$ cat config.mk
export PLATFORM = sky130hd
export DESIGN_NAME = queue_sync_clear
export DESIGN_NICKNAME = d
export VERILOG_FILES = /design/src/rtl/queue_pkg.sv /design/src/rtl/queue_sync_clear.sv
export SDC_FILE = /design/constraint.sdc
export NUM_CORES = 1
export LEC_CHECK = 0
export BUFFER_PORTS_ARGS = -buffer_cell sky130_fd_sc_hd__buf_4
export CAP_MARGIN = 20
export CORE_UTILIZATION = 64
export DETAILED_ROUTE_END_ITERATION = 10
export GPL_ROUTABILITY_DRIVEN = 0
export PLACE_DENSITY_LB_ADDON = 0.2
export REMOVE_ABC_BUFFERS = 1
export SYNTH_ARGS = -nofsm -noshare
export SYNTH_HDL_FRONTEND = slang
export SYNTH_SLANG_ARGS = --single-unit
$ cat constraint.sdc
create_clock -name aclk -period 10.3 [get_ports aclk]
set_clock_uncertainty 0.15 [all_clocks]
set_input_delay 2.06 -clock aclk [delete_from_list [all_inputs] [get_ports aclk]]
set_output_delay 2.06 -clock aclk [all_outputs]
set_load 0.01 [all_outputs]
$ cat src/rtl/queue_pkg.sv
package queue_pkg;

    // Queue shape
    localparam int unsigned DATA_W        = 8;
    localparam int unsigned DEPTH         = 16;
    localparam int unsigned IDX_W         = 4;
    localparam int unsigned PTR_W         = 5;
    localparam logic [4:0]  ALMOST_FULL   = 5'h0E;
    localparam logic [4:0]  ALMOST_EMPTY  = 5'h02;
    localparam logic [4:0]  LEVEL_FULL    = 5'h10;
    localparam logic [4:0]  LEVEL_ONE     = 5'h01;
    localparam logic [4:0]  LEVEL_LAST    = 5'h0F;

    // Synchroniser chain
    localparam int unsigned MAX_STAGES    = 8;
    localparam logic [3:0]  STAGES_LOWEST = 4'h1;
    localparam logic [3:0]  STAGES_MIN    = 4'h2;
    localparam logic [3:0]  STAGES_BEST   = 4'h3;
    localparam logic [3:0]  STAGES_CAP    = 4'h8;
    localparam logic [3:0]  DEPTH_SCALE   = 4'h2;
    localparam logic [3:0]  PIPE_DEFAULT  = 4'h3;

    typedef enum logic [1:0] {
        GROUP_LOWEST = 2'b00,
        GROUP_MIN    = 2'b01,
        GROUP_BEST   = 2'b10,
        GROUP_DEPTH  = 2'b11
    } sync_group_t;

    // Register map (byte addresses)
    localparam int unsigned ADDR_W        = 8;
    localparam logic [7:0]  CTRL_OFF      = 8'h00;
    localparam logic [7:0]  STATUS_OFF    = 8'h04;
    localparam logic [7:0]  IRQ_STAT_OFF  = 8'h08;
    localparam logic [7:0]  IRQ_MASK_OFF  = 8'h0C;
    localparam logic [7:0]  SYNC_OFF      = 8'h10;

    // Control fields
    localparam int unsigned CTRL_W        = 13;
    localparam int unsigned LA_BIT        = 0;
    localparam int unsigned OREG_BIT      = 1;
    localparam int unsigned GROUP_LSB     = 2;
    localparam int unsigned NEWER_BIT     = 4;
    localparam int unsigned WDEPTH_LSB    = 5;
    localparam int unsigned RDEPTH_LSB    = 9;
    localparam logic [12:0] CTRL_RESET    = 13'h0671;

    // Interrupt events
    localparam int unsigned IRQ_W         = 4;
    localparam int unsigned EV_FULL       = 0;
    localparam int unsigned EV_DRAINED    = 1;
    localparam int unsigned EV_OVERFLOW   = 2;
    localparam int unsigned EV_UNDERFLOW  = 3;

    localparam logic [1:0]  RESP_OKAY     = 2'h0;
    localparam logic [1:0]  RESP_SLVERR   = 2'h2;

endpackage

$ cat src/rtl/queue_sync_clear.sv
// Operation
// - Lowest-latency group: one unprotected sync stage
// - Minimal unsynchronized group: two sync stages
// - Best-protection group: three or more stages
// - Newer generation: stages equal pipe depth minus two
// - Newer generation: depth 3 one, 4 two
// - Cross-domain latency adds one cycle per stage
// - Accept synchronous and asynchronous clear inputs
// - Clear: full low, empty high, level zero
// - Either clear zeroes read and write pointers
// - Synchronous clear acts only at clock edge
// - Asynchronous clear hits flags, pointers immediately
// - Normal sclr: unregistered shows first word
// - Look-ahead sclr: hold one cycle, then first
// - Normal aclr: read data keeps its value
// - Look-ahead aclr: unregistered shows first word next edge
//
// Local design decisions: the register offsets and the AXI4-Lite interface to the registers.
`timescale 1ns/1ps
`default_nettype none

module queue_sync_clear (
    input  wire logic        aclk,          // System clock
    input  wire logic        aresetn,       // Sync reset, active low
    input  wire logic [7:0]  awaddr,        // AXI write address
    input  wire logic        awvalid,       // AXI write address valid
    output logic             awready,       // AXI write address ready
    input  wire logic [31:0] wdata,         // AXI write data
    input  wire logic [3:0]  wstrb,         // AXI write strobes
    input  wire logic        wvalid,        // AXI write data valid
    output logic             wready,        // AXI write data ready
    output logic [1:0]       bresp,         // AXI write response
    output logic             bvalid,        // AXI write response valid
    input  wire logic        bready,        // AXI write response ready
    input  wire logic [7:0]  araddr,        // AXI read address
    input  wire logic        arvalid,       // AXI read address valid
    output logic             arready,       // AXI read address ready
    output logic [31:0]      rdata,         // AXI read data
    output logic [1:0]       rresp,         // AXI read response
    output logic             rvalid,        // AXI read data valid
    input  wire logic        rready,        // AXI read data ready
    input  wire logic        sync_clear,    // Synchronous clear
    input  wire logic        async_clear,   // Asynchronous clear
    input  wire logic        wr_req,        // Write request
    input  wire logic [7:0]  wr_data,       // Write word
    input  wire logic        rd_req,        // Read request
    output logic [7:0]       rd_data,       // Read word
    output logic             empty,         // Queue empty
    output logic             full,          // Queue full
    output logic             almost_empty,  // Near-drained flag
    output logic             almost_full,   // Near-capacity flag
    output logic [4:0]       used_words,    // Fill level
    output logic [4:0]       remote_level,  // Level seen across sync chain
    output logic             irq            // Interrupt, active high
);

    ////////////////////////////////////////////////////////////////////////
    // Register bus
    logic                    awready_reg;
    logic                    wready_reg;
    logic                    bvalid_reg;
    logic [1:0]              bresp_reg;
    logic                    aw_held_reg;
    logic                    w_held_reg;
    logic [7:0]              aw_addr_reg;
    logic [31:0]             w_data_reg;
    logic [3:0]              w_strb_reg;
    logic                    arready_reg;
    logic                    rvalid_reg;
    logic [31:0]             rdata_reg;
    logic [1:0]              rresp_reg;
    logic [queue_pkg::CTRL_W-1:0] ctrl_reg;
    logic [queue_pkg::IRQ_W-1:0]  irq_stat_reg;
    logic [queue_pkg::IRQ_W-1:0]  irq_mask_reg;
    logic                    irq_reg;

    wire        wr_commit = aw_held_reg & w_held_reg & ~bvalid_reg;
    wire [31:0] wmask     = {{8{w_strb_reg[3]}}, {8{w_strb_reg[2]}},
                             {8{w_strb_reg[1]}}, {8{w_strb_reg[0]}}};
    wire [31:0] wmerged   = w_data_reg & wmask;
    wire        hit_ctrl  = aw_addr_reg == queue_pkg::CTRL_OFF;
    wire        hit_stat  = aw_addr_reg == queue_pkg::IRQ_STAT_OFF;
    wire        hit_mask  = aw_addr_reg == queue_pkg::IRQ_MASK_OFF;
    wire        hit_ro    = (aw_addr_reg == queue_pkg::STATUS_OFF)
                          | (aw_addr_reg == queue_pkg::SYNC_OFF);
    wire        wr_mapped = hit_ctrl | hit_stat | hit_mask | hit_ro;
    wire [queue_pkg::CTRL_W-1:0] ctrl_wmask = wmask[queue_pkg::CTRL_W-1:0];
    wire [queue_pkg::CTRL_W-1:0] ctrl_next =
        (ctrl_reg & ~ctrl_wmask) | wmerged[queue_pkg::CTRL_W-1:0];
    wire [queue_pkg::IRQ_W-1:0] stat_clr =
        (wr_commit & hit_stat) ? wmerged[queue_pkg::IRQ_W-1:0] : 4'h0;

    always_ff @(posedge aclk) begin
        if (!aresetn) begin
            awready_reg <= 1'b1;
            wready_reg  <= 1'b1;
            aw_held_reg <= 1'b0;
            w_held_reg  <= 1'b0;
            aw_addr_reg <= 8'h00;
            w_data_reg  <= 32'h0000_0000;
            w_strb_reg  <= 4'h0;
            bvalid_reg  <= 1'b0;
            bresp_reg   <= queue_pkg::RESP_OKAY;
        end else begin
            if (awvalid && awready_reg) begin
                aw_held_reg <= 1'b1;
                aw_addr_reg <= awaddr;
                awready_reg <= 1'b0;
            end
            if (wvalid && wready_reg) begin
                w_held_reg  <= 1'b1;
                w_data_reg  <= wdata;
                w_strb_reg  <= wstrb;
                wready_reg  <= 1'b0;
            end
            if (wr_commit) begin
                aw_held_reg <= 1'b0;
                w_held_reg  <= 1'b0;
                bvalid_reg  <= 1'b1;
                bresp_reg   <= wr_mapped ? queue_pkg::RESP_OKAY
                                         : queue_pkg::RESP_SLVERR;
            end
            if (bvalid_reg && bready) begin
                bvalid_reg  <= 1'b0;
                awready_reg <= 1'b1;
                wready_reg  <= 1'b1;
            end
        end
    end

    always_ff @(posedge aclk) begin
        if (!aresetn) begin
            ctrl_reg     <= queue_pkg::CTRL_RESET;
            irq_mask_reg <= 4'h0;
        end else if (wr_commit) begin
            if (hit_ctrl)
                ctrl_reg <= ctrl_next;
            if (hit_mask)
                irq_mask_reg <= wmerged[queue_pkg::IRQ_W-1:0];
        end
    end

    ////////////////////////////////////////////////////////////////////////
    // Mode decode and sync stage count
    wire       la_mode  = ctrl_reg[queue_pkg::LA_BIT];
    wire       oreg     = ctrl_reg[queue_pkg::OREG_BIT];
    wire [1:0] group    = ctrl_reg[queue_pkg::GROUP_LSB +: 2];
    wire       newer    = ctrl_reg[queue_pkg::NEWER_BIT];
    wire [3:0] wdepth   = ctrl_reg[queue_pkg::WDEPTH_LSB +: 4];
    wire [3:0] rdepth   = ctrl_reg[queue_pkg::RDEPTH_LSB +: 4];
    wire [3:0] depth_sc = (wdepth > queue_pkg::DEPTH_SCALE)
                        ? wdepth - queue_pkg::DEPTH_SCALE : 4'h1;
    wire [3:0] depth_st = newer ? depth_sc : wdepth;
    wire [3:0] depth_cl = (depth_st == 4'h0) ? 4'h1
                        : (depth_st > queue_pkg::STAGES_CAP)
                        ? queue_pkg::STAGES_CAP : depth_st;
    wire [3:0] stage_cnt =
        (group == queue_pkg::GROUP_LOWEST) ? queue_pkg::STAGES_LOWEST
      : (group == queue_pkg::GROUP_MIN)    ? queue_pkg::STAGES_MIN
      : (group == queue_pkg::GROUP_BEST)   ? queue_pkg::STAGES_BEST
      : depth_cl;

    ////////////////////////////////////////////////////////////////////////
    // Queue core
    logic [queue_pkg::DATA_W-1:0] mem [queue_pkg::DEPTH];
    logic [queue_pkg::PTR_W-1:0]  wr_ptr_reg;
    logic [queue_pkg::PTR_W-1:0]  rd_ptr_reg;
    logic [4:0]                   used_reg;
    logic                         empty_reg;
    logic                         full_reg;
    logic                         aempty_reg;
    logic                         afull_reg;

    wire       wr_fire   = wr_req & ~full_reg;
    wire       rd_fire   = rd_req & ~empty_reg;
    wire [4:0] used_next = used_reg + {4'h0, wr_fire} - {4'h0, rd_fire};
    wire [queue_pkg::PTR_W-1:0] rd_ptr_next = rd_ptr_reg + {4'h0, rd_fire};
    wire [queue_pkg::DATA_W-1:0] head =
        mem[rd_ptr_next[queue_pkg::IDX_W-1:0]];
    wire [queue_pkg::DATA_W-1:0] cur_word =
        mem[rd_ptr_reg[queue_pkg::IDX_W-1:0]];
    wire [queue_pkg::DATA_W-1:0] first_word = mem[0];
    wire       sclr_any  = ~aresetn | sync_clear;

    // Flags and pointers reset at once on the asynchronous clear
    always_ff @(posedge aclk or posedge async_clear) begin
        if (async_clear) begin
            wr_ptr_reg <= 5'h00;
            rd_ptr_reg <= 5'h00;
            used_reg   <= 5'h00;
            empty_reg  <= 1'b1;
            aempty_reg <= 1'b1;
            full_reg   <= 1'b0;
            afull_reg  <= 1'b0;
        end else if (sclr_any) begin
            wr_ptr_reg <= 5'h00;
            rd_ptr_reg <= 5'h00;
            used_reg   <= 5'h00;
            empty_reg  <= 1'b1;
            aempty_reg <= 1'b1;
            full_reg   <= 1'b0;
            afull_reg  <= 1'b0;
        end else begin
            wr_ptr_reg <= wr_ptr_reg + {4'h0, wr_fire};
            rd_ptr_reg <= rd_ptr_next;
            used_reg   <= used_next;
            empty_reg  <= used_next == 5'h00;
            full_reg   <= used_next == queue_pkg::LEVEL_FULL;
            aempty_reg <= used_next < queue_pkg::ALMOST_EMPTY;
            afull_reg  <= used_next >= queue_pkg::ALMOST_FULL;
        end
    end

    always_ff @(posedge aclk) begin
        if (wr_fire)
            mem[wr_ptr_reg[queue_pkg::IDX_W-1:0]] <= wr_data;
    end

    ////////////////////////////////////////////////////////////////////////
    // Read data path
    logic [queue_pkg::DATA_W-1:0] q_reg;
    logic [queue_pkg::DATA_W-1:0] stage_reg;
    logic                         stage_load_reg;
    logic                         la_hold_reg;
    wire                          any_clear = sync_clear | async_clear;

    always_ff @(posedge aclk) begin
        if (!aresetn) begin
            q_reg          <= 8'h00;
            stage_reg      <= 8'h00;
            stage_load_reg <= 1'b0;
            la_hold_reg    <= 1'b0;
        end else if (!la_mode) begin
            la_hold_reg    <= 1'b0;
            stage_load_reg <= rd_fire & ~any_clear;
            if (!oreg) begin
                if (sync_clear)
                    q_reg <= first_word;
                else if (!async_clear && rd_fire)
                    q_reg <= cur_word;
            end else begin
                if (rd_fire && !any_clear)
                    stage_reg <= cur_word;
                if (stage_load_reg && !any_clear)
                    q_reg <= stage_reg;
            end
        end else begin
            stage_load_reg <= 1'b0;
            if (!oreg) begin
                // Word shown after a clear is stale until a real write
                if (sync_clear) begin
                    la_hold_reg <= 1'b1;
                end else if (la_hold_reg) begin
                    la_hold_reg <= 1'b0;
                    q_reg       <= first_word;
                end else begin
                    q_reg       <= head;
                end
            end else begin
                la_hold_reg <= 1'b0;
                if (!any_clear && !empty_reg)
                    q_reg <= head;
            end
        end
    end

    ////////////////////////////////////////////////////////////////////////
    // Cross-domain level mirror
    logic [queue_pkg::PTR_W-1:0] chain_reg [queue_pkg::MAX_STAGES];
    logic [queue_pkg::PTR_W-1:0] gray_bin;
    logic [4:0]                  remote_reg;
    wire  [queue_pkg::PTR_W-1:0] wr_gray =
        wr_ptr_reg ^ (wr_ptr_reg >> 1);
    wire  [2:0]                  tap_sel = 3'(stage_cnt - 4'h1);
    wire  [queue_pkg::PTR_W-1:0] tap = chain_reg[tap_sel];

    genvar gi;
    generate
        for (gi = 0; gi < queue_pkg::MAX_STAGES; gi++) begin : g_chain
            always_ff @(posedge aclk) begin
                if (sclr_any || async_clear)
                    chain_reg[gi] <= 5'h00;
                else if (gi == 0)
                    chain_reg[gi] <= wr_gray;
                else
                    chain_reg[gi] <= chain_reg[(gi == 0) ? 0 : gi - 1];
            end
        end
        for (gi = 0; gi < queue_pkg::PTR_W; gi++) begin : g_bin
            assign gray_bin[gi] = ^tap[queue_pkg::PTR_W-1:gi];
        end
    endgenerate

    always_ff @(posedge aclk) begin
        if (sclr_any || async_clear)
            remote_reg <= 5'h00;
        else
            remote_reg <= gray_bin - rd_ptr_reg;
    end

    ////////////////////////////////////////////////////////////////////////
    // Interrupts
    wire [queue_pkg::IRQ_W-1:0] events = {
        rd_req & empty_reg & ~any_clear,
        wr_req & full_reg & ~any_clear,
        rd_fire & ~wr_fire & (used_reg == queue_pkg::LEVEL_ONE),
        wr_fire & ~rd_fire & (used_reg == queue_pkg::LEVEL_LAST)
    };

    always_ff @(posedge aclk) begin
        if (!aresetn) begin
            irq_stat_reg <= 4'h0;
            irq_reg      <= 1'b0;
        end else begin
            irq_stat_reg <= (irq_stat_reg & ~stat_clr) | events;
            irq_reg      <= |(((irq_stat_reg & ~stat_clr) | events)
                              & irq_mask_reg);
        end
    end

    ////////////////////////////////////////////////////////////////////////
    // Register read
    wire [31:0] status_word = {23'h0, used_reg, aempty_reg, afull_reg,
                               empty_reg, full_reg};
    wire [31:0] sync_word   = {19'h0, remote_reg, rdepth, stage_cnt};
    wire [31:0] rd_mux =
        (araddr == queue_pkg::CTRL_OFF)     ? {19'h0, ctrl_reg}
      : (araddr == queue_pkg::STATUS_OFF)   ? status_word
      : (araddr == queue_pkg::IRQ_STAT_OFF) ? {28'h0, irq_stat_reg}
      : (araddr == queue_pkg::IRQ_MASK_OFF) ? {28'h0, irq_mask_reg}
      : (araddr == queue_pkg::SYNC_OFF)     ? sync_word
      : 32'h0000_0000;
    wire rd_mapped = (araddr == queue_pkg::CTRL_OFF)
                   | (araddr == queue_pkg::STATUS_OFF)
                   | (araddr == queue_pkg::IRQ_STAT_OFF)
                   | (araddr == queue_pkg::IRQ_MASK_OFF)
                   | (araddr == queue_pkg::SYNC_OFF);

    always_ff @(posedge aclk) begin
        if (!aresetn) begin
            arready_reg <= 1'b1;
            rvalid_reg  <= 1'b0;
            rdata_reg   <= 32'h0000_0000;
            rresp_reg   <= queue_pkg::RESP_OKAY;
        end else if (arvalid && arready_reg) begin
            arready_reg <= 1'b0;
            rvalid_reg  <= 1'b1;
            rdata_reg   <= rd_mux;
            rresp_reg   <= rd_mapped ? queue_pkg::RESP_OKAY
                                     : queue_pkg::RESP_SLVERR;
        end else if (rvalid_reg && rready) begin
            rvalid_reg  <= 1'b0;
            arready_reg <= 1'b1;
        end
    end

    assign awready      = awready_reg;
    assign wready       = wready_reg;
    assign bvalid       = bvalid_reg;
    assign bresp        = bresp_reg;
    assign arready      = arready_reg;
    assign rvalid       = rvalid_reg;
    assign rdata        = rdata_reg;
    assign rresp        = rresp_reg;
    assign rd_data      = q_reg;
    assign empty        = empty_reg;
    assign full         = full_reg;
    assign almost_empty = aempty_reg;
    assign almost_full  = afull_reg;
    assign used_words   = used_reg;
    assign remote_level = remote_reg;
    assign irq          = irq_reg;
endmodule

`default_nettype wire

Yosys cells after proc, flatten, opt, wreduce, memory -nomap -nowiden
Memories as Yosys holds them, arrays and structs flattened.
Index checks and enable logic that the tools add are counted.
{"block": "totals", "register_bits": 130, "latchBits": 0, "mem_bits_rw": 168, "romBits": 0, "inputBits": 71, "n_memories": 2}
{"memory": "mem", "depth": 16, "width": 8, "read_ports": 3, "rd_ports_with_merged_regs": 0, "wr": 1, "line": "queue_sync_clear.sv:165", "text": "logic [queue_pkg::DATA_W-1:0] mem [queue_pkg::DEPTH];"}
{"memory": "chain_reg", "depth": 8, "width": 5, "read_ports": 8, "rd_ports_with_merged_regs": 0, "wr": 8, "line": "queue_sync_clear.sv:269", "text": "logic [queue_pkg::PTR_W-1:0] chain_reg [queue_pkg::MAX_STAGES];"}
{"block": "classes", "add_sub_neg": 7, "multipliers": 0, "div_mod_pow": 0, "n_lt_le_gt_ge": 4, "n_eq_ne": 16, "shifts": 0, "n_mux": 49, "bitwise_logic": 49, "n_reduce_logical": 33}
{"operator": "two-way mux 8 bit", "n": 9}
{"operator": "two-way mux 13 bit", "n": 5}
{"operator": "two-way mux 5 bit", "n": 11}
{"operator": "equality test 8 x 4 -> 1 bit (second input constant)", "n": 4}
{"operator": "two-way mux 4 bit", "n": 8}
{"operator": "bitwise AND 13 bit", "n": 2}
{"operator": "OR 1 bit", "n": 18}
{"operator": "equality test 8 x 3 -> 1 bit (second input constant)", "n": 2}
{"operator": "equality test 8 x 5 -> 1 bit (second input constant)", "n": 2}
{"operator": "logical NOT 8 bit", "n": 2}
{"operator": "adder 5 x 1 -> 5 bit", "n": 3}
{"operator": "bitwise AND 1 bit", "n": 14}
{"operator": "two-way mux 1 bit", "n": 14}
{"operator": "NOT 13 bit", "n": 1}
{"operator": "OR 13 bit", "n": 1}
{"operator": "logical AND 1 bit", "n": 9}
{"operator": "!= test 3 x 2 -> 1 bit (second input constant)", "n": 3}
{"operator": "bitwise AND 4 bit", "n": 2}
{"operator": "NOT 1 bit", "n": 8}
{"operator": "OR reduction 2 bit", "n": 3}
{"operator": "equality test 5 x 1 -> 1 bit (second input constant)", "n": 1}
{"operator": "equality test 5 x 4 -> 1 bit (second input constant)", "n": 1}
{"operator": "equality test 5 bit (second input constant)", "n": 1}
{"operator": ">= comparator 5 x 4 -> 1 bit (second input constant)", "n": 1}
{"operator": "other kinds (29)", "n": 33}

Longest topological paths before layout
Gate-level depths: netlist (run 1).
{"block": "logic_depth", "depth_word": 14, "mapped_depth": 23, "mapped_depth_nobuf": 22}

Least setup slack after synthesis (run 1)
No wires, ideal clock.
{"block": "synth_timing", "path_kind": "input to register", "startpoint": "input rd_req", "endpoint": "register q_reg (netlist bit rd_data[7])", "arrival_time_ns": 4.685, "setup_slack_ns": 5.337, "stages": 11, "cell_sequence": "nand2b_1 inv_1 ha_1 clkbuf_1 buf_1 mux4_2 mux4_2 nand2_1 a31oi_1 a22oi_1 nor2_1"}
{"block": "synth_via", "elab_chain_cells": 7, "word_cells_on_any_way": 11, "classes_between": "add/sub (1); mux (5); bitwise (1); reduce/logical (3); memory (1)"}
{"item": "from (decl)", "line": "queue_sync_clear.sv:46", "text": "input wire logic rd_req,"}
{"item": "bitwise AND 1 bit *", "line": "queue_sync_clear.sv:175", "text": "wire rd_fire = rd_req & ~empty_reg;"}
{"item": "adder 5 x 1 -> 5 bit", "line": "queue_sync_clear.sv:177", "text": "wire [queue_pkg::PTR_W-1:0] rd_ptr_next = rd_ptr_reg + {4'h0, rd_fire};"}
{"item": "memory (16 x 8 bit)"}
{"item": "two-way mux 8 bit", "line": "queue_sync_clear.sv:253", "text": "end else if (la_hold_reg) begin"}
{"item": "two-way mux 8 bit", "line": "queue_sync_clear.sv:251", "text": "if (sync_clear) begin"}
{"item": "two-way mux 8 bit", "line": "queue_sync_clear.sv:249", "text": "if (!oreg) begin"}
{"item": "two-way mux 8 bit", "line": "queue_sync_clear.sv:233", "text": "end else if (!la_mode) begin"}
{"item": "to (signal assigned)", "line": "queue_sync_clear.sv:238", "text": "q_reg <= first_word;"}
{"item": "to (signal assigned)", "line": "queue_sync_clear.sv:240", "text": "q_reg <= cur_word;"}
{"item": "to (signal assigned)", "line": "queue_sync_clear.sv:255", "text": "q_reg <= first_word;"}
{"item": "to (decl)", "line": "queue_sync_clear.sv:221", "text": "logic [queue_pkg::DATA_W-1:0] q_reg;"}
Every way passes the cells marked *; elsewhere a longest branch is shown, timed or not. The select of a mux whose other input is x is not followed.
A chain may end at the register's enable or synchronous reset.

==> results of run 1 <==
[report_power, final]
part	internal, mW	switching (mW)
Combinational	0.153	0.166
Clock	0.664	0.426
Sequential	1.18	0.0311
Total	2.00	0.622
[per-stage QoR]
stage	hold slack (ps)	utilization, %	cell area [µm²]
6_report	303	74.8	14700
3_3_place_gp	289	69.7	13700
4_1_cts	302	74.8	14700
3_5_place_dp	295	69.7	13700
5_1_grt	324	74.8	14700
2_1_floorplan	281	-	12600
[cell usage after synthesis (7+ instances only)]
library cell    n
dfxtp_1       130
edfxtp_1      128
nand2_1       109
a21oi_1        76
nor2_1         66
mux4_2         60
and3_1         54
clkbuf_1       53
mux2i_1        52
o21ai_0        33
inv_1          32
ha_1           27
a221oi_1       26
buf_4          22
a22oi_1        20
dfrtp_1        17
xnor2_1        15
and2_1         14
nand3_1        14
nor3_1         14
xor2_1         14
a311oi_1       13
a31oi_1        10
buf_1           7
nand2b_1        7
[critical path, cell delays in order (launching register included)]
cell	delay [ps]
dfxtp_1	460
inv_1	120
ha_1	270
or3_4	360
a311oi_2	440
a211o_1	520
inv_2	140
ha_1	420
inv_1	250
mux4_2	340
o21ai_0	390
xnor2_2	200
xnor2_1	120
ha_1	220
fa_1	410
inv_1	70
a21o_1	100
a21oi_1	70
xnor2_1	180
xnor2_1	140
nor2_1	50
[metal layers]
metal / GRT usage [%] / up-vias
met5: 0 / -
met4: 10.0 / 0
met3: 6.89 / 99
met2: 49.1 / 468
met1: 43.0 / 4492
li1: - / 4176
[cell families after synthesis]
| kind of cell | after synthesis |
|---|---|
| flops | 277 |
| xor+xnor | 31 |
| buf+inv | 127 |
| simple gates | 306 |
| mux | 115 |
| other cells | 1 |
| compound gates | 208 |
| fa+ha+maj | 29 |
[path summary, 6_finish.rpt]
kind | from | to | slack, ps
setup / recovery | register | remote_level[4] | 4740
hold / removal | aw_addr_reg[6] | aw_addr_reg[6] | 300
min in group asynchronous | async_clear | wr_ptr_reg[4] | 1510
max in group asynchronous | async_clear | rd_ptr_reg[0] | 8010
setup reg to reg | register | remote_level[4] | 4740
hold reg to reg | aw_addr_reg[6] | aw_addr_reg[6] | 300
[layout make-up]
type	count	area, µm²	area share [%]
Clock buffer	39	793	5.39
Clock inverter	15	209	1.42
Inverter	37	139	0.944
Multi-Input combinational cell	710	5540	37.7
Sequential cell	277	6930	47.1
Tap cell	265	332	2.25
Timing Repair Buffer	103	773	5.26
==> key figures, run 1 <==
Setup path
  – Crit. End Element: register
  – Arr. time, crit path: between 5000 and 6000 ps
  – Critical path class: register to register
  – Crit path launch type: register
  – R2R depth: 20
  – Crit-path max FO: 10
  – CP required: 10580 ps

Logic synthesis
  – Async SR Flop Fraction: 6.86%
  – Share of the synthesized area in the top cell type: 29.6%
  – Register area share after synthesis: 53.3%
  – Top cells by area, synth: edfxtp_1 30%, dfxtp_1 20%, mux4_2 10%
  – Synth Area in XOR/XNOR: 2.29%
  – Post-synthesis compound-gate area fraction: a little over a tenth
  – Synth Register Bits: 277
  – Post-synth EDFFs: roughly 130
  – Netlist cell types: 65
  – Post-synth top area cell: edfxtp_1
  – Synth Area in Simple Gates: a little under an eighth
  – Main flop type after synthesis: dfxtp_1
  – Synth warn: 0
  – Largest family of logic cells by synthesized area: multiplexers
  – Average size of a mapped cell: around 12 µm²
  – Mapped Cells: about 1100
  – Post-synthesis mux area share: approximately 15%
  – Synth Area in Adders: 2.91%
  – Syn Std Cell Area: roughly 13000 µm²

Finish
  – Max reg flops: 128
  – Layout cells sized above 1: between 10% and 20%
  – Leading cell type in the layout, fill and taps excluded: dfxtp_1
  – Layout overhead on the synthesized area: 13.3%
  – Post-route insts no fill: 1446
  – NumNets Final: 1258
  – N_diodes: 0
  – Most frequent cells in the layout: 130 x dfxtp_1, 128 x edfxtp_1, 109 x nand2_1
  – Filler Cells Inserted: 1303

CTS
  – Num Clock Sinks: ~280
  – Cell chosen for the clock root: clkbuf_16
  – TritonCTS Buffers: 29
  – H-tree depth: 1
  – Reg clk slew, reported paths: around 60 ps
  – Post-CTS Hold Fix Bufs: 0
  – Clock buffer depth: 3
  – Clock Latency Late Sink: about 550 ps
  – CTS tree: built
  – PostCTS Resize Cnt: 0
  – Setup Buffers After CTS: 0

Min path
  – Worst hold path depth: 2
  – Hold Path Class: register to register

Route
  – Top layer in use: met4
  – Vias/cell: 6.39
  – DRT iter0 DRCs: 894
  – Met2 WL: around 15000 µm
  – Final ANT Viol Nets: 0
  – WL met3: roughly 3200 µm
  – First-pass DRT Iterations: 5
  – WL met1: roughly 12000 µm
  – Avg WL per Cell: ~22 µm
  – # DRC: 0
  – Vias after detailed routing: approximately 9000
  – WL final: around 32000 µm

STA
  – Max Freq: 180 MHz
  – Final setup viols: 0
  – Max_slew headroom: about a quarter
  – Worst Max-Slew Pin Slew: 1140 ps
  – Total negative slack: 0 ps
  – Final hold violations: 0
  – Fin. max-slew vios: 0
  – Final WS setup: between 4000 and 5000 ps
  – Post-layout min period: between 5000 and 6000 ps
  – Final period utilization: 54.0%
  – RSZ-0062 raised after global routing: false

Floorplanning
  – Initial Util: 66.0%
  – Die height: approximately 140 µm
  – Core area: 19700 µm²
  – Die W: between 100 and 150 µm
  – Core Rows: 51
  – Die area: 20900 µm²
  – I/O pin count: between 100 and 150

Global route
  – Antenna violations before repair: 1
  – First-pass GRT wire length: between 40000 and 50000 µm
  – Maximum number of pins on one net before global-route repair: 55
  – Number of global-route vias before repair: slightly below 9000
  – GRT Util Overall: around 31%
  – GR Overflow Total: 0

Pwr
  – Total power: 2.62 mW
  – Cell area power density: 178 nW/µm²
  – P_leak: ~5.6 nW
  – Max VDD drop: between 0.00015 and 0.0002 V

Placement
  – Pre-CTS setup slack: between 4000 and 5000 ps
  – Placed cell count: around 1400
  – Port-buffer cells: 92
  – HPWL after detailed placement: roughly 21000 µm

Run status
  – Status: finished clean

Job
  – Max-cap viol count: 0
(Power assumes the default switching activity.)
==> run 2, diff against run 1 <==
--- a/config.mk
+++ b/config.mk
@@ -7,7 +7,7 @@
 export LEC_CHECK = 0
 export BUFFER_PORTS_ARGS = -buffer_cell sky130_fd_sc_hd__buf_4
 export CAP_MARGIN = 20
-export CORE_UTILIZATION = 64
+export CORE_UTILIZATION = 53
 export DETAILED_ROUTE_END_ITERATION = 10
 export GPL_ROUTABILITY_DRIVEN = 0
 export PLACE_DENSITY_LB_ADDON = 0.2
==> constraint.sdc (replaced) <==
create_clock -name aclk -period 4.7 [get_ports aclk]
set_clock_uncertainty 0.15 [all_clocks]
set_input_delay 0.94 -clock aclk [delete_from_list [all_inputs] [get_ports aclk]]
set_output_delay 0.94 -clock aclk [all_outputs]
set_load 0.01 [all_outputs]
==> key figures, run 2 (synthesis results as in run 1) <==
Run status
  – Status: finished clean

STA
  – Final setup viols: 0
  – Final period utilization: around 94%
  – Final hold violations: 0
  – Post-layout min period: between 4000 and 5000 ps
  – Max_slew headroom: 38.7%
  – RSZ-0062 raised after global routing: false
  – Fin. max-slew vios: 0
  – Hold_ws: 302 ps
  – Worst Max-Slew Pin Slew: approximately 920 ps
  – Max Freq: ~230 MHz
  – Total negative slack: 0 ps

Global route
  – First-pass GRT wire length: roughly 47000 µm
  – GR Overflow Total: 0
  – Maximum number of pins on one net before global-route repair: 70
  – Number of global-route vias before repair: around 8300
  – Antenna violations before repair: 1
  – GRT Util Overall: approximately a quarter

CTS
  – Post-CTS Hold Fix Bufs: 0
  – H-tree depth: 1
  – TritonCTS Buffers: 29
  – CTS tree: built
  – Reg clk slew, reported paths: roughly 60 ps
  – Num Clock Sinks: 277
  – Cell chosen for the clock root: clkbuf_16
  – Clock Latency Late Sink: 560 ps
  – Clock buffer depth: 3

Min path
  – Hold Path Origin: aw_addr_reg[5]
  – Hold Path Class: register to register

Finish
  – Most frequent cells in the layout: 130 x dfxtp_1, 128 x edfxtp_1, 119 x buf_4
  – Layout cells sized above 1: a little over a fifth
  – Leading cell type in the layout, fill and taps excluded: dfxtp_1
  – Layout overhead on the synthesized area: 14.9%
  – Max reg flops: ~130
  – N_diodes: 0
  – NumNets Final: about 1300
  – Post-route insts no fill: ~1500

Route
  – # DRC: 0
  – Avg WL per Cell: between 20 and 25 µm
  – Vias/cell: between 5 and 6
  – WL final: 31200 µm
  – Vias after detailed routing: slightly above 9000
  – First-pass DRT Iterations: 6
  – DRT iter0 DRCs: about 810
  – Final ANT Viol Nets: 0

Floorplanning
  – Initial Util: 54.7%
  – Die area: 25100 µm²
  – Core area: between 20000 and 25000 µm²
  – I/O pin count: around 140
  – Core Rows: 56
  – Die height: around 160 µm
  – Die W: 159 µm

Job
  – Max-cap viol count: 0

Placement
  – Port-buffer cells: 92
  – Placed cell count: 1458
  – HPWL after detailed placement: about 21000 µm

Setup path
  – Arr. time, crit path: around 4700 ps
  – Reg2reg setup slack: approximately 280 ps
  – Crit-path max FO: 8
  – Critical path class: register to register
  – R2R depth: 20
  – Crit path launch type: register
  – Worst Setup EP: remote_level[4]
  – CP required: approximately 5000 ps
  – Crit. End Element: register
  – Worst reg2reg endpoint: remote_level[4]

Pwr
  – Max VDD drop: around 0.00041 V
  – Cell area power density: 381 nW/µm²
  – P_leak: between 5 and 6 nW
## run 2: metal layers
layer,GRT usage [%],wire length [µm],vias to the layer above
li1,-,-,4212
met1,35.8,13600,4410
met2,39.3,14500,386
met3,5.01,2400,52
met4,6.36,628,2
met5,0,17,-
## run 2: repair_timing
action,CTS,global route
endpoints found under the hold margin,0,0
endpoints found under the setup margin,0,1
setup buffers,0,4
resized for setup,0,5
## run 2: worst min path at each step
| stage | end | slack, ps | depth (start not counted) |
|---|---|---|---|
| after floorplan | aw_addr_reg[6] | 280 | 2 |
| after global placement | aw_addr_reg[6] | 290 | 2 |
| after detailed placement | aw_addr_reg[5] | 300 | 2 |
| after CTS | aw_addr_reg[5] | 300 | 2 |
| after global routing | w_data_reg[10] | 320 | 2 |
| final | aw_addr_reg[5] | 300 | 2 |
## run 2: power by group
| part | internal [mW] | switching [mW] |
|---|---|---|
| combinational | 0.343 | 0.360 |
| sequential | 2.59 | 0.0666 |
| clock | 1.39 | 0.933 |
## run 2: worst max-delay path, cell delays in order, from the launching register on
cell and delay (ps):
dfxtp_1 350, inv_1 80, ha_1 250, or3_4 360
a311oi_2 290, a211o_1 240, buf_4 220, mux2i_2 290
xnor2_1 100, and3_1 210, a211oi_4 310, xnor2_2 160
xnor2_1 100, ha_1 210, fa_1 400, inv_1 70
a21o_1 100, a21oi_1 70, xnor2_1 160, xnor2_1 130
nor2_1 50
## run 2: final cells by class
type / count / area [µm²]
multi-input combinational: 710 / 5550
clock buffer: 43 / 868
tap: 319 / 399
timing repair buffer: 120 / 913
inverter: 37 / 139
clock inverter: 10 / 113
sequential: 277 / 6930
fill: 1846 / 8840
## run 2: metrics by stage
| stage | instance area (µm²) | setup slack (ps) | power (mW) | util (%) |
|---|---|---|---|---|
| 2_1_floorplan | 12600 | -289 | 3.14 | - |
| 3_3_place_gp | 13900 | 165 | 3.40 | 58.4 |
| 3_5_place_dp | 13900 | 88.0 | 3.41 | 58.4 |
| 4_1_cts | 14900 | 37.9 | 5.71 | 62.5 |
| 5_1_grt | 14900 | 10.9 | 5.87 | 62.8 |
| 6_report | 14900 | 278 | 5.68 | 62.8 |
==> run 3, diff against run 2 <==
--- a/config.mk
+++ b/config.mk
@@ -5,9 +5,10 @@
 export SDC_FILE = /design/constraint.sdc
 export NUM_CORES = 1
 export LEC_CHECK = 0
+export ABC_AREA = 1
 export BUFFER_PORTS_ARGS = -buffer_cell sky130_fd_sc_hd__buf_4
 export CAP_MARGIN = 20
-export CORE_UTILIZATION = 53
+export CORE_UTILIZATION = 54
 export DETAILED_ROUTE_END_ITERATION = 10
 export GPL_ROUTABILITY_DRIVEN = 0
 export PLACE_DENSITY_LB_ADDON = 0.2
==> constraint.sdc (replaced) <==
create_clock -name aclk -period 4.7 [get_ports aclk]
set_clock_uncertainty 0.15 [all_clocks]
set_input_delay 0.94 -clock aclk [delete_from_list [all_inputs] [get_ports aclk]]
set_output_delay 0.94 -clock aclk [all_outputs]
set_load 0.02 [all_outputs]
==> key figures, run 3 <==
CTS
  – H-tree depth: 1
  – TritonCTS Buffers: 30
  – Cell chosen for the clock root: clkbuf_16
  – Clock buffer depth: 3
  – Reg clk slew, reported paths: 60 ps
  – Clock Latency Late Sink: 550 ps
  – PostCTS Resize Cnt: 0
  – Post-CTS Hold Fix Bufs: 0
  – CTS tree: built
  – Num Clock Sinks: ~280
  – Setup Buffers After CTS: 0

Global route
  – Maximum number of pins on one net before global-route repair: 99
  – Number of global-route vias before repair: ~10000
  – First-pass GRT wire length: roughly 54000 µm
  – Antenna violations before repair: 0
  – GR Overflow Total: 0
  – GRT Util Overall: a little over a quarter

STA
  – Fin. max-slew vios: 0
  – Max Freq: between 200 and 250 MHz
  – Max_slew headroom: between 20% and 30%
  – Final period utilization: between 90% and 100%
  – Final setup viols: 0
  – Worst Max-Slew Pin Slew: ~1100 ps
  – Final hold violations: 0
  – Post-layout min period: 4320 ps

Floorplanning
  – Core Rows: 57
  – Die area: 25200 µm²
  – Die W: about 160 µm
  – I/O pin count: ~140
  – Die height: around 160 µm
  – Core area: approximately 24000 µm²
  – Initial Util: 54.8%

Min path
  – Hold Path Class: register to register
  – Worst hold path depth: 2
  – Hold Path Origin: chain_reg[2][1]
  – WHS Endpoint: chain_reg[3][1]

Setup path
  – Reg2reg setup slack: 380 ps
  – CP required: ~5000 ps
  – Arr. time, crit path: around 4700 ps
  – Crit. End Element: register
  – Crit path launch type: register
  – Worst path most repeated cell: nand2_1
  – Worst reg2reg endpoint: remote_level[4]
  – Critical path class: register to register
  – R2R depth: 28
  – Crit-path max FO: 22
  – Slowest CP cell: fa_1
  – Critical Path Max Stage Delay: 430 ps

Run status
  – Status: finished clean

Finish
  – Max reg flops: around 130
  – Layout overhead on the synthesized area: 13.8%
  – Post-route insts no fill: 1976
  – Layout cells sized above 1: 11.7%
  – NumNets Final: 1728
  – N_diodes: 0
  – Most frequent cells in the layout: 213 x nand2_1, 192 x inv_1, 183 x o21ai_0
  – Post-layout util: roughly 62%
  – Leading cell type in the layout, fill and taps excluded: nand2_1

Logic synthesis
  – Synth warn: 0
  – Synth Area in Adders: roughly 2.8%
  – Post-synth top area cell: edfxtp_1
  – Main flop type after synthesis: dfxtp_1
  – Async SR Flop Fraction: under 10%
  – Post-synthesis mux area share: 0%
  – Mapped Cells: around 1600
  – Cell with the most instances after synthesis: nand2_1
  – Most frequent cells after synthesis: 213 x nand2_1, 193 x inv_1, 184 x o21ai_0, 170 x nor2_1, 130 x dfxtp_1
  – Synth Area in Simple Gates: ~17%
  – Largest family of logic cells by synthesized area: compound AO/OA/AOI/OAI gates
  – Top cells by area, synth: edfxtp_1 29%, dfxtp_1 20%, o21ai_0 6.9%
  – Average size of a mapped cell: ~8.5 µm²
  – Post-synth EDFFs: between 100 and 150
  – Register area share after synthesis: between 50% and 60%
  – Netlist cell types: 46
  – Share of the synthesized area in the top cell type: 28.9%
  – Synth Area in XOR/XNOR: 0.951%
  – Syn Std Cell Area: between 10000 and 15000 µm²
  – Synth Register Bits: around 280
  – Post-synthesis compound-gate area fraction: between 10% and 20%

Route
  – Final ANT Viol Nets: 0
  – Vias/cell: around 5.7
  – # DRC: 0
  – Avg WL per Cell: 17.3 µm
  – First-pass DRT Iterations: 5
  – Vias after detailed routing: around 11000
  – DRT iter0 DRCs: 1207
  – WL final: ~34000 µm

Placement
  – Placed cell count: 1918
  – HPWL after detailed placement: between 20000 and 25000 µm
  – Port-buffer cells: between 90 and 100

Job
  – Max-cap viol count: 0

Pwr
  – Max VDD drop: 0.000334 V
  – Cell area power density: between 300 and 400 nW/µm²
  – P_leak: 5.99 nW
## run 3: cell count changes in the layout (fill, tap and decap cells not counted), sizes merged, moves of 57 or more
cell    change
mux4       -62
nand2     +117
nor2      +106
inv       +158
o21ai     +148
nand3     +101
o211ai     +57
## run 3: kinds of logic after synthesis
family / Yosys count
AO/OA/AOI/OAI: 408
XOR/XNOR: 11
adder cells (fa/ha/maj): 29
buffers and inverters: 299
flip-flops: 277
other: 1
AND/OR/NAND/NOR: 535
## run 3: per-stage QoR
step	TNS (ps)	area [µm²]	total power [mW]	setup WS, ps	hold slack [ps]
2_1_floorplan	-1820	12900	3.17	-251	258
3_3_place_gp	0	14100	3.44	460	265
3_5_place_dp	0	14100	3.46	347	266
4_1_cts	0	15100	5.69	220	274
5_1_grt	-25.2	15100	5.89	-25.2	297
6_report	0	15100	5.69	380	271
## run 3: layout make-up
class,count,area [µm²]
fillers,2082,9130
flip-flops and latches,277,6930
multi-input cells,1004,5220
clock buffers,47,917
repair buffers,111,843
inverters,203,767
well taps,324,405
clock inverters,9,40.0
repair inverters,1,7.51
## run 3: metal layers
metal  track usage (%)  vias up  wire (µm)
li1                  -     5398          -
met1              36.7     5171      14400
met2              43.4      542      15600
met3              3.55       85       2980
met4              9.58        0       1200
met5                 0        -          0
## run 3: worst max path at each step
stage | to | startpoint | slack (ps) | depth (start not counted)
floorplan | rd_data[3] | rd_ptr_reg[0] | -250 | 9
global route | remote_level[4] | register | -30 | 28
CTS | remote_level[4] | register | 220 | 28
detailed placement | remote_level[4] | register | 350 | 28
finish | remote_level[4] | register | 380 | 28
global placement | remote_level[4] | register | 460 | 28
## run 3: worst max-delay path: cells and delay by family, from the launching register on
family | cells | cell delay [ps]
xor+xnor | 1 | 110
buf+inv | 5 | 420
flops | 1 | 400
fa+ha+maj | 4 | 1290
compound gates | 2 | 330
simple gates | 16 | 1530
## run 3: report_power, final
group,switching [mW],internal (mW)
registers,0.0594,2.60
logic,0.519,0.256
clock network,0.930,1.33
total,1.51,4.18
